==> src/rtl/gauge_pkg.sv <==
// Constants, carriers and state layout of the gauge configuration and accounting block
package gauge_pkg;

    // ****************************************
    // Register map and unlock key
    // ****************************************
    localparam logic [6:0] ADDR_UNLOCK  = 7'h6e;
    localparam logic [6:0] ADDR_SEED    = 7'h76;
    localparam logic [6:0] ADDR_EMPTY   = 7'h77;
    localparam logic [6:0] ADDR_LOW     = 7'h78;
    localparam logic [6:0] ADDR_STANDBY = 7'h79;
    localparam logic [6:0] ADDR_FILTER  = 7'h7a;
    localparam logic [6:0] ADDR_TAPER   = 7'h7b;
    localparam logic [7:0] UNLOCK_KEY   = 8'hdd;

    // ****************************************
    // Scaling of configuration bytes
    // ****************************************
    localparam logic [15:0] VOLT_OFFSET     = 16'h0100; // Byte plus 256
    localparam int          VOLT_SHIFT      = 3;        // Times 8 mV
    localparam logic [3:0]  LOW_BYTE_SEED   = 4'h0;
    localparam logic [7:0]  SEED_LOW_BYTE   = 8'h00;
    localparam logic [3:0]  STANDBY_STEP_UV = 4'h6;
    localparam logic [3:0]  DEADBAND_STEP_UV = 4'h6;
    localparam logic [7:0]  TAPER_STEP_UV   = 8'hc0;    // 192 uV per count
    localparam int          FILTER_MSB      = 7;
    localparam int          FILTER_LSB      = 4;
    localparam int          CODE_MSB        = 3;
    localparam int          CODE_LSB        = 0;
    localparam int          DECAY_SHIFT     = 9;        // One 512th per step
    localparam int          REMAIN_SHIFT    = 4;        // 6.25 percent left

    // ****************************************
    // Self-discharge timing and temperature bands
    // ****************************************
    localparam logic [7:0] HOURS_PER_CODE = 8'h02;      // Code 12 gives 24 hours
    localparam logic [6:0] W_QUARTER = 7'h01;
    localparam logic [6:0] W_HALF    = 7'h02;
    localparam logic [6:0] W_REF     = 7'h04;
    localparam logic [6:0] W_X2      = 7'h08;
    localparam logic [6:0] W_X4      = 7'h10;
    localparam logic [6:0] W_X8      = 7'h20;
    localparam logic [6:0] W_X16     = 7'h40;
    localparam logic signed [7:0] T_0  = 8'sd0;
    localparam logic signed [7:0] T_10 = 8'sd10;
    localparam logic signed [7:0] T_20 = 8'sd20;
    localparam logic signed [7:0] T_30 = 8'sd30;
    localparam logic signed [7:0] T_40 = 8'sd40;
    localparam logic signed [7:0] T_50 = 8'sd50;
    localparam logic signed [7:0] T_60 = 8'sd60;
    localparam longint CLK_PERIOD_PS = 4000;
    localparam longint PS_PER_S      = 64'd1000000000000;
    localparam longint HOUR_S        = 3600;
    localparam longint HOUR_CYCLES   = HOUR_S * PS_PER_S / CLK_PERIOD_PS;
    localparam int     HOUR_W        = 40;
    localparam int     DECAY_ACC_W   = 8;

    // ****************************************
    // Carriers
    // ****************************************
    typedef struct packed {
        logic [7:0] seed;
        logic [7:0] empty;
        logic [7:0] low;
        logic [7:0] standby;
        logic [7:0] deadband_and_self_discharge;
        logic [7:0] taper;
    } cfg_s;

    typedef struct packed {
        logic        valid;
        logic        charge;
        logic [15:0] amount;
        logic [15:0] sense_uv;
    } flow_s;

    typedef struct packed {
        logic valid_discharge;
        logic low_warning;
        logic empty;
        logic full;
        logic capacity_inaccurate;
    } status_s;

    typedef struct packed {
        logic       strobe;
        logic [6:0] addr;
        logic [7:0] data;
    } nv_write_s;

    typedef struct packed {
        cfg_s                   cfg;
        logic                   unlocked;
        logic [15:0]            nominal_available_capacity;
        logic [15:0]            learned_full_capacity;
        logic [15:0]            dis_acc;
        logic [HOUR_W-1:0]      hour_cnt;
        logic [DECAY_ACC_W-1:0] decay_acc;
        status_s                st;
        logic [7:0]             rdata;
        nv_write_s              nvw;
    } state_s;

endpackage

==> src/rtl/gauge_config_accounting.sv <==
// Configuration bytes of a single-cell gauge and the capacity accounting that uses them
//
// Notes on behaviour
// - Reset seeds the learned full capacity with the seed byte high and zero low.
// - The empty level in millivolts is (empty byte plus 256) times 8.
// - The low-warning level uses the same byte plus 256 times 8 scaling.
// - On reaching the low-warning level the learned capacity becomes discharge plus 6.25 % of the old learned capacity.
// - Learning is dropped if average current is at most twice the standby value then.
// - The standby byte counts sense voltage in 6 uV steps.
// - The deadband is the upper nibble in 6 uV steps, the self-discharge code the lower.
// - Self-discharge only acts while the battery is not charging.
// - The programmed code applies from 20 up to but not including 30 degrees.
// - Each 10 degree band hotter doubles the rate, up to sixteen times at 60 and above.
// - Each 10 degree band colder halves the rate, down to a quarter below 10 degrees.
// - One self-discharge step takes a 512th of the current available capacity.
// - Code 12 gives one step per 24 hours in the reference band, 12 hours one band up.
// - Full charge is voltage plus charge current under the taper byte times 192 uV.
// - Apart from reset, the learned capacity only changes at the low-warning edge with learning valid.
`timescale 1ns/1ps

module gauge_config_accounting #(
    parameter longint      HOUR_CYCLES    = gauge_pkg::HOUR_CYCLES,
    parameter logic [15:0] CHARGE_FULL_MV = 16'h1004
) (
    input  wire logic              clk,
    input  wire logic              reset,
    input  wire gauge_pkg::cfg_s   nv_cfg,
    input  wire logic [6:0]        reg_addr,
    input  wire logic              reg_wr,
    input  wire logic [7:0]        reg_wdata,
    output logic [7:0]             reg_rdata,
    input  wire logic              charging,
    input  wire logic [15:0]       vbat_mv,
    input  wire logic [15:0]       avg_uv,
    input  wire logic [15:0]       charge_uv,
    input  wire logic signed [7:0] temp_c,
    input  wire gauge_pkg::flow_s  flow,
    output logic [15:0]            nominal_available_capacity,
    output logic [15:0]            learned_full_capacity,
    output gauge_pkg::status_s     status,
    output gauge_pkg::nv_write_s   nv_write
);

    // ****************************************
    // Elaboration checks
    // ****************************************
    if (HOUR_CYCLES < 1 || HOUR_CYCLES >= (64'd1 << gauge_pkg::HOUR_W)) begin : g_chk
        $error("HOUR_CYCLES out of range");
    end

    // ****************************************
    // Functions
    // ****************************************
    // Scaled voltage byte to millivolts
    function automatic logic [15:0] level_mv(input logic [7:0] b);
        level_mv = (16'(b) + gauge_pkg::VOLT_OFFSET) << gauge_pkg::VOLT_SHIFT;
    endfunction

    // Rate weight in quarters of the programmed rate
    function automatic logic [6:0] band_weight(input logic signed [7:0] t);
        if (t >= gauge_pkg::T_60) begin
            band_weight = gauge_pkg::W_X16;
        end else if (t >= gauge_pkg::T_50) begin
            band_weight = gauge_pkg::W_X8;
        end else if (t >= gauge_pkg::T_40) begin
            band_weight = gauge_pkg::W_X4;
        end else if (t >= gauge_pkg::T_30) begin
            band_weight = gauge_pkg::W_X2;
        end else if (t >= gauge_pkg::T_20) begin
            band_weight = gauge_pkg::W_REF;
        end else if (t >= gauge_pkg::T_10) begin
            band_weight = gauge_pkg::W_HALF;
        end else begin
            band_weight = gauge_pkg::W_QUARTER;
        end
    endfunction

    // Subtract without wrapping below zero
    function automatic logic [15:0] sub_floor(input logic [15:0] a, input logic [15:0] b);
        sub_floor = (a > b) ? a - b : 16'h0000;
    endfunction

    // Add without wrapping past full scale
    function automatic logic [15:0] add_sat(input logic [15:0] a, input logic [15:0] b);
        logic [16:0] sum;
        sum = {1'b0, a} + {1'b0, b};
        add_sat = sum[16] ? 16'hffff : sum[15:0];
    endfunction

    // ****************************************
    // State and decoded thresholds
    // ****************************************
    gauge_pkg::state_s s_reg;
    gauge_pkg::state_s s_next;

    logic [15:0] empty_mv;
    logic [15:0] low_mv;
    logic [15:0] standby_lim;
    logic [15:0] deadband_uv;
    logic [15:0] taper_uv;
    logic [7:0]  filter_byte;
    logic [3:0]  self_discharge_code;
    logic [7:0]  step_limit;
    logic [6:0]  weight;
    logic        hour_tick;
    logic        flow_hit;
    logic        decay_step;
    logic        full_hit;
    logic        low_hit;
    logic        low_rise;
    logic        learn_ok;
    logic        learn_drop;
    logic        empty_hit;
    logic [15:0] learn_sum;
    logic [15:0] decay_cap;

    // Threshold scaling from the live configuration bytes
    assign empty_mv    = level_mv(s_reg.cfg.empty);
    assign low_mv      = level_mv(s_reg.cfg.low);
    assign standby_lim = 16'(s_reg.cfg.standby) * 16'(gauge_pkg::STANDBY_STEP_UV) * 16'h0002;
    // One byte carries both the deadband nibble and the decay code
    assign filter_byte = s_reg.cfg.deadband_and_self_discharge;
    assign deadband_uv = 16'(filter_byte[gauge_pkg::FILTER_MSB:gauge_pkg::FILTER_LSB])
                         * 16'(gauge_pkg::DEADBAND_STEP_UV);
    assign self_discharge_code = filter_byte[gauge_pkg::CODE_MSB:gauge_pkg::CODE_LSB];
    assign taper_uv    = 16'(s_reg.cfg.taper) * 16'(gauge_pkg::TAPER_STEP_UV);
    // Step interval in quarter-rate hours; code 12 at weight 4 needs 96
    assign step_limit  = 8'(self_discharge_code) * gauge_pkg::HOURS_PER_CODE
                         * 8'(gauge_pkg::W_REF);
    assign weight      = band_weight(temp_c);

    // Event decodes for this cycle
    assign hour_tick  = (s_reg.hour_cnt == gauge_pkg::HOUR_W'(HOUR_CYCLES - 1));
    assign flow_hit   = flow.valid && (flow.sense_uv >= deadband_uv);
    assign decay_step = hour_tick && !charging && (self_discharge_code != 4'h0)
                        && ((s_reg.decay_acc + gauge_pkg::DECAY_ACC_W'(weight))
                            >= step_limit);
    assign full_hit   = charging && (vbat_mv >= CHARGE_FULL_MV) && (charge_uv < taper_uv);
    assign low_hit    = !charging && (vbat_mv <= low_mv);
    assign low_rise   = low_hit && !s_reg.st.low_warning;
    assign learn_ok   = low_rise && s_reg.st.valid_discharge && (avg_uv > standby_lim);
    assign learn_drop = low_rise && s_reg.st.valid_discharge && (avg_uv <= standby_lim);
    assign empty_hit  = !charging && (vbat_mv <= empty_mv);
    assign learn_sum  = add_sat(s_reg.dis_acc,
                                s_reg.learned_full_capacity >> gauge_pkg::REMAIN_SHIFT);
    assign decay_cap  = s_reg.nominal_available_capacity
                        - (s_reg.nominal_available_capacity >> gauge_pkg::DECAY_SHIFT);

    // ****************************************
    // Next-state logic
    // ****************************************
    // Order inside: register port, coulomb flow, self-discharge, full, learning, empty.
    // Empty is last so that a cleared count is never undone by a flow in the same cycle.
    always_comb begin
        logic [15:0] cap_v;
        cap_v = s_reg.nominal_available_capacity;
        s_next = s_reg;
        s_next.nvw.strobe = 1'b0;

        // Register port: unlock, byte writes and the read answer
        if (reg_wr) begin
            if (reg_addr == gauge_pkg::ADDR_UNLOCK) begin
                s_next.unlocked = (reg_wdata == gauge_pkg::UNLOCK_KEY);
            end else if (s_reg.unlocked) begin
                s_next.nvw.strobe = 1'b1;
                s_next.nvw.addr   = reg_addr;
                s_next.nvw.data   = reg_wdata;
                case (reg_addr)
                    gauge_pkg::ADDR_SEED:    s_next.cfg.seed    = reg_wdata;
                    gauge_pkg::ADDR_EMPTY:   s_next.cfg.empty   = reg_wdata;
                    gauge_pkg::ADDR_LOW:     s_next.cfg.low     = reg_wdata;
                    gauge_pkg::ADDR_STANDBY: s_next.cfg.standby = reg_wdata;
                    gauge_pkg::ADDR_FILTER:  s_next.cfg.deadband_and_self_discharge = reg_wdata;
                    gauge_pkg::ADDR_TAPER:   s_next.cfg.taper   = reg_wdata;
                    default:                 s_next.nvw.strobe  = 1'b0;
                endcase
            end
        end
        case (reg_addr)
            gauge_pkg::ADDR_SEED:    s_next.rdata = s_reg.cfg.seed;
            gauge_pkg::ADDR_EMPTY:   s_next.rdata = s_reg.cfg.empty;
            gauge_pkg::ADDR_LOW:     s_next.rdata = s_reg.cfg.low;
            gauge_pkg::ADDR_STANDBY: s_next.rdata = s_reg.cfg.standby;
            gauge_pkg::ADDR_FILTER:  s_next.rdata = s_reg.cfg.deadband_and_self_discharge;
            gauge_pkg::ADDR_TAPER:   s_next.rdata = s_reg.cfg.taper;
            default:                 s_next.rdata = 8'h00;
        endcase

        // Coulomb flow at or above the deadband moves the count
        if (flow_hit) begin
            if (flow.charge) begin
                cap_v = add_sat(cap_v, flow.amount);
            end else begin
                cap_v = sub_floor(cap_v, flow.amount);
                s_next.dis_acc = add_sat(s_reg.dis_acc, flow.amount);
            end
        end

        // Hour time base; the rate accumulator freezes while charging
        s_next.hour_cnt = hour_tick ? '0 : s_reg.hour_cnt + 1'b1;
        if (hour_tick && !charging) begin
            s_next.decay_acc = s_reg.decay_acc + gauge_pkg::DECAY_ACC_W'(weight);
            if (decay_step) begin
                s_next.decay_acc = s_reg.decay_acc + gauge_pkg::DECAY_ACC_W'(weight)
                                   - step_limit;
                cap_v = cap_v - (cap_v >> gauge_pkg::DECAY_SHIFT);
            end
        end

        // Full charge starts a fresh learning discharge
        if (full_hit) begin
            s_next.st.full = 1'b1;
            s_next.st.valid_discharge = 1'b1;
            s_next.dis_acc = 16'h0000;
        end else if (!charging) begin
            s_next.st.full = 1'b0;
        end

        // Low-warning edge either learns or drops the cycle
        if (charging) begin
            s_next.st.low_warning = 1'b0;
            s_next.st.empty = 1'b0;
        end else if (low_hit) begin
            s_next.st.low_warning = 1'b1;
        end
        if (learn_ok) begin
            s_next.learned_full_capacity = learn_sum;
            s_next.st.valid_discharge = 1'b0;
            s_next.st.capacity_inaccurate = 1'b0;
        end else if (learn_drop) begin
            s_next.st.valid_discharge = 1'b0;
        end

        // Empty level clears the available count
        if (empty_hit) begin
            s_next.st.empty = 1'b1;
            cap_v = 16'h0000;
        end
        s_next.nominal_available_capacity = cap_v;

        // Synchronous reset reloads storage and seeds the learned capacity
        if (reset) begin
            s_next = '0;
            s_next.cfg = nv_cfg;
            s_next.learned_full_capacity = {nv_cfg.seed, gauge_pkg::SEED_LOW_BYTE};
            s_next.st.capacity_inaccurate = 1'b1;
        end
    end

    // Single state register
    always_ff @(posedge clk) begin
        s_reg <= s_next;
    end

    // Outputs straight from the state flops
    assign reg_rdata = s_reg.rdata;
    assign nominal_available_capacity = s_reg.nominal_available_capacity;
    assign learned_full_capacity      = s_reg.learned_full_capacity;
    assign status    = s_reg.st;
    assign nv_write  = s_reg.nvw;
endmodule

==> config.mk <==
export PLATFORM = sky130hd
export DESIGN_NAME = gauge_config_accounting
export DESIGN_NICKNAME = d
export VERILOG_FILES = /design/src/rtl/gauge_pkg.sv /design/src/rtl/gauge_config_accounting.sv
export SDC_FILE = /design/constraint.sdc
export NUM_CORES = 1
export LEC_CHECK = 0
export ABC_AREA = 0
export BUFFER_PORTS_ARGS = -buffer_cell sky130_fd_sc_hd__clkbuf_2
export CORE_MARGIN = 2
export CORE_UTILIZATION = 58
export DETAILED_ROUTE_END_ITERATION = 8
export PLACE_DENSITY = 0.82
export SLEW_MARGIN = 10
export SYNTH_ARGS = -nofsm -noshare
export SYNTH_HDL_FRONTEND = slang
export SYNTH_SLANG_ARGS = --single-unit
==> constraint.sdc <==
create_clock -name clk -period 6.45 [get_ports clk]
set_input_delay 1.29 -clock clk [delete_from_list [all_inputs] [get_ports clk]]
set_output_delay 1.29 -clock clk [all_outputs]
set_load 0.005 [all_outputs]
==> impl_metrics.toml <==
[placement]
place_congestion = 0.985
post-place-ws_ns = 0.231
portBuffers = 210
hpwlAfterDp_microns = 28400

[power]
power.density_nw_per_um2 = 223
p_leak_nw = 6.75
clkPwrFrac_pct = 31.1
switching_share_pct = 35.1
power_frac_seq_pct = 38.4
combPwrFrac_pct = 30.5
power_report.internal_total_w = 0.00214
p_sw_w = 0.00116
ir_drop_v = 0.000167

[finish]
largest_reg_flops = 105
syn2layout_area_growth_pct = 10.4
multiInputGateArea_sq_um = 8360
drive_above_1_share_pct = 17.4
fillers = 1938
nNetsFinal = 2036
regArea_sq_um = 4040

[synthesis]
ys_ff_latch = 174
syn_inst = 1602
synth_fp_nets = 1911
synth_cell_type_count = 92
synth-seq-area-share_pct = 30.1
yosys_most_used_dff = "dfxtp_1"
synth-async-reset-ratio_pct = 0
syn_area_sq_um = 13400
yosysWarnings = 0
synth_edf_count = 56
syn_area_per_cell_sq_um = 8.38

[sta]
period_minus_slack_ns = 5.86
fin_ws_ns = 0.592
rsz0062_at_grt = "false"
fmax_ghz = 0.171
max_slew.worst_pin.slew_ns = 1.18
drv_slew = 0
period_share_pct = 90.8
finClkSkew_ns = 0.0219
hold_slack_ns = 0.451
setup_tns_ns = 0
slew_headroom_pct = 20.8
hold_viol = 0
setup_viol = 0

[floorplanning]
rows = 55
start_util_pct = 59.1
die_w_microns = 156
coreArea_sq_um = 22700
die_height_microns = 156
dieArea_sq_um = 24400
ioPinCount = 218

[worst_setup_path]
cp_slowest_cell = "or4_1"
r2r-start = "filter_byte[5]"
endpoint_kind = "flip-flop"
crit_type = "input port to flip-flop"
r2r_slack_ns = 0.72
cp.arrival_ns = 6.18
cp_max_fo = 12
worstReg2RegEnd = "nominal_available_capacity[15]"
slowest_delay_ns = 0.57
required_ns = 6.77
start_kind = "input port"
worstRegToRegCells = 23
path_cells = "clkbuf_2 > inv_1 > ha_1 > or4_1 > o2bb2a_1 > o21ai_1 > o211ai_1 > a21oi_1 > a2bb2oi_1 > o22a_1 > inv_1 > ha_1 > nor2b_1 > o21ai_0 > a21boi_0 > o21ai_0 > nand2b_1 > a211oi_1 > and3_4 > nand3_4 > nor3b_2 > mux2_1"

[route]
first_pass_iters = 5
drc = 0
drt_iter0_drc = 944
vias = 12200
ant_nets = 0
totalWireLength_microns = 36400
via_per_inst = 6.02
wire_per_inst_microns = 17.9

[clocking]
cts_root_buf = "clkbuf_16"
cts_tree = "done"
path_clk_slew_ns = 0.07
clk_path_buf_depth = 2
htree_levels = 4
cts_buffers = 17
clock_latency_ns = 0.45
cts_setup_buffers = 0
cts_resized = 0
cts_sinks = 174
ctsHoldBuffers = 0

[global_routing]
antenna_found_initial = 1
grt_pass1_wl_microns = 56500
grt-ovfl-total = 0
grt_usage_pct = 29.4
grt_pass1_vias = 11300
grt_max_degree = 88

[run_status]
outcome = "complete, no violations"

[min_path]
min_to = "status[0]"
min_path_type = "flip-flop to flip-flop"
hp-start = "status[0]"
whs_path_depth = 2

[flow_run]
maxCapViolCount = 0
## logic make-up (layout without fill, tap and decap cells)
family                     Yosys count  in the layout  share of synthesized area, %
and+or+nand+nor                    600            600                          21.2
adders and majority gates          152            152                          14.7
AOI/OAI and AO/OA                  362            362                          19.0
DFF                                174            174                          30.1
muxes                               14             14                          1.09
xor gates and xnor gates            95             95                          6.20
buffers and inverters              205            343                          7.66
other                                0              1                             0
## cell usage after synthesis, drive strengths merged (6+ instances only)
cell      n  area (sq um)
nor2b    29           181
edfxtp   56          1680
a21oi   104           521
mux2i     9          90.1
a22oi    26           195
or4       7          52.6
ha      142          1780
buf      80           559
nor4     11          68.8
nor3     37           190
nand2b   15          93.8
a31oi    21           138
xnor2    47           412
and3     18           118
clkbuf   32           120
o31ai    12          90.1
or2      11          68.8
nand3    38           203
o221a    16           180
xor2     48           420
o21a     20           150
nor3b     7          57.6
dfxtp   118          2360
and2      7          43.8
nand4    19           119
o21bai    8          60.1
fa       10           200
or3      12          75.1
nand2   209           785
o21ai    52           260
inv      92           345
nor4b     6          52.6
o211ai   12           109
nor2    158           593
a21o     31           240
a211oi    8          70.1
## power by group through the flow
stage	combinational (W)	sequential (W)	clock, W
floorplan	0.000756	0.00126	0
global placement	0.000953	0.00129	0
detailed placement	0.000984	0.00129	0
CTS	0.000997	0.00126	0.00103
global route	0.00113	0.00127	0.00107
finish	0.00101	0.00127	0.00103
## through the flow
stage | util (%) | total power (W) | cell area (sq um) | cells
2_1_floorplan | - | 0.00201 | 13400 | 1602
3_3_place_gp | 62.6 | 0.00224 | 14200 | 1993
3_5_place_dp | 62.6 | 0.00227 | 14200 | 1993
4_1_cts | 65.2 | 0.00329 | 14800 | 2025
5_1_grt | 65.3 | 0.00347 | 14800 | 2026
6_report | 65.3 | 0.00330 | 14800 | 2026
## placed cells by master, fill, tap and decap left out, types with 7 or more instances in the layout
cell type	Yosys	routed
a21o_1	30	30
a21oi_1	104	104
a22oi_1	26	26
a31oi_1	20	20
and2_1	7	7
and3_1	17	17
buf_4	65	8
clkbuf_16	0	17
clkbuf_2	0	209
dfxtp_1	118	118
edfxtp_1	56	56
fa_1	10	10
ha_1	142	142
inv_1	91	91
mux2i_1	9	9
nand2_1	209	209
nand2b_1	15	15
nand3_1	37	37
nand4_1	19	19
nor2_1	158	158
nor2b_1	29	29
nor3_1	36	36
nor4_1	11	11
o211ai_1	10	10
o21a_1	20	20
o21ai_0	46	46
o21bai_1	8	8
o221a_2	15	15
o31ai_1	12	11
or2_2	10	10
or3_1	12	12
or4_1	7	7
xnor2_1	47	47
xor2_1	48	48
## worst max-delay path by stage
stage,from,end,slack (ns)
floorplan,flow[23],nominal_available_capacity[14],0.96
global placement,flow[22],nominal_available_capacity[14],0.35
detailed placement,flow[22],nominal_available_capacity[14],0.23
CTS,flow[22],nominal_available_capacity[14],0.65
global route,filter_byte[5],nominal_available_capacity[15],0.26
finish,flow[22],nominal_available_capacity[14],0.59
## metal layers
layer  vias up  GRT usage (%)  wire length (microns)
li1       5892              -                      -
met1      5709           38.0                  15400
met2       523           48.4                  16800
met3        80           6.08                   2930
met4         0           11.7                   1280
met5         -              0                      0
## critical path: cells and delay by family
kind            cells  cell delay (ns)
compound gates     10             2.13
fa+ha+maj           2             0.78
buf+inv             3             0.26
mux                 1             0.33
simple gates        6             1.39
## area by class of cell
class                      instances  share of cell area [%]
tap                              285                    2.41
clock buffer                      17                    2.87
inverter                          93                    2.36
multi-input combinational       1223                    56.4
clock inverter                    15                    1.13
antenna                            1                  0.0169
sequential                       174                    27.3
timing repair buffer             218                    7.50
(Power assumes the default switching activity.)
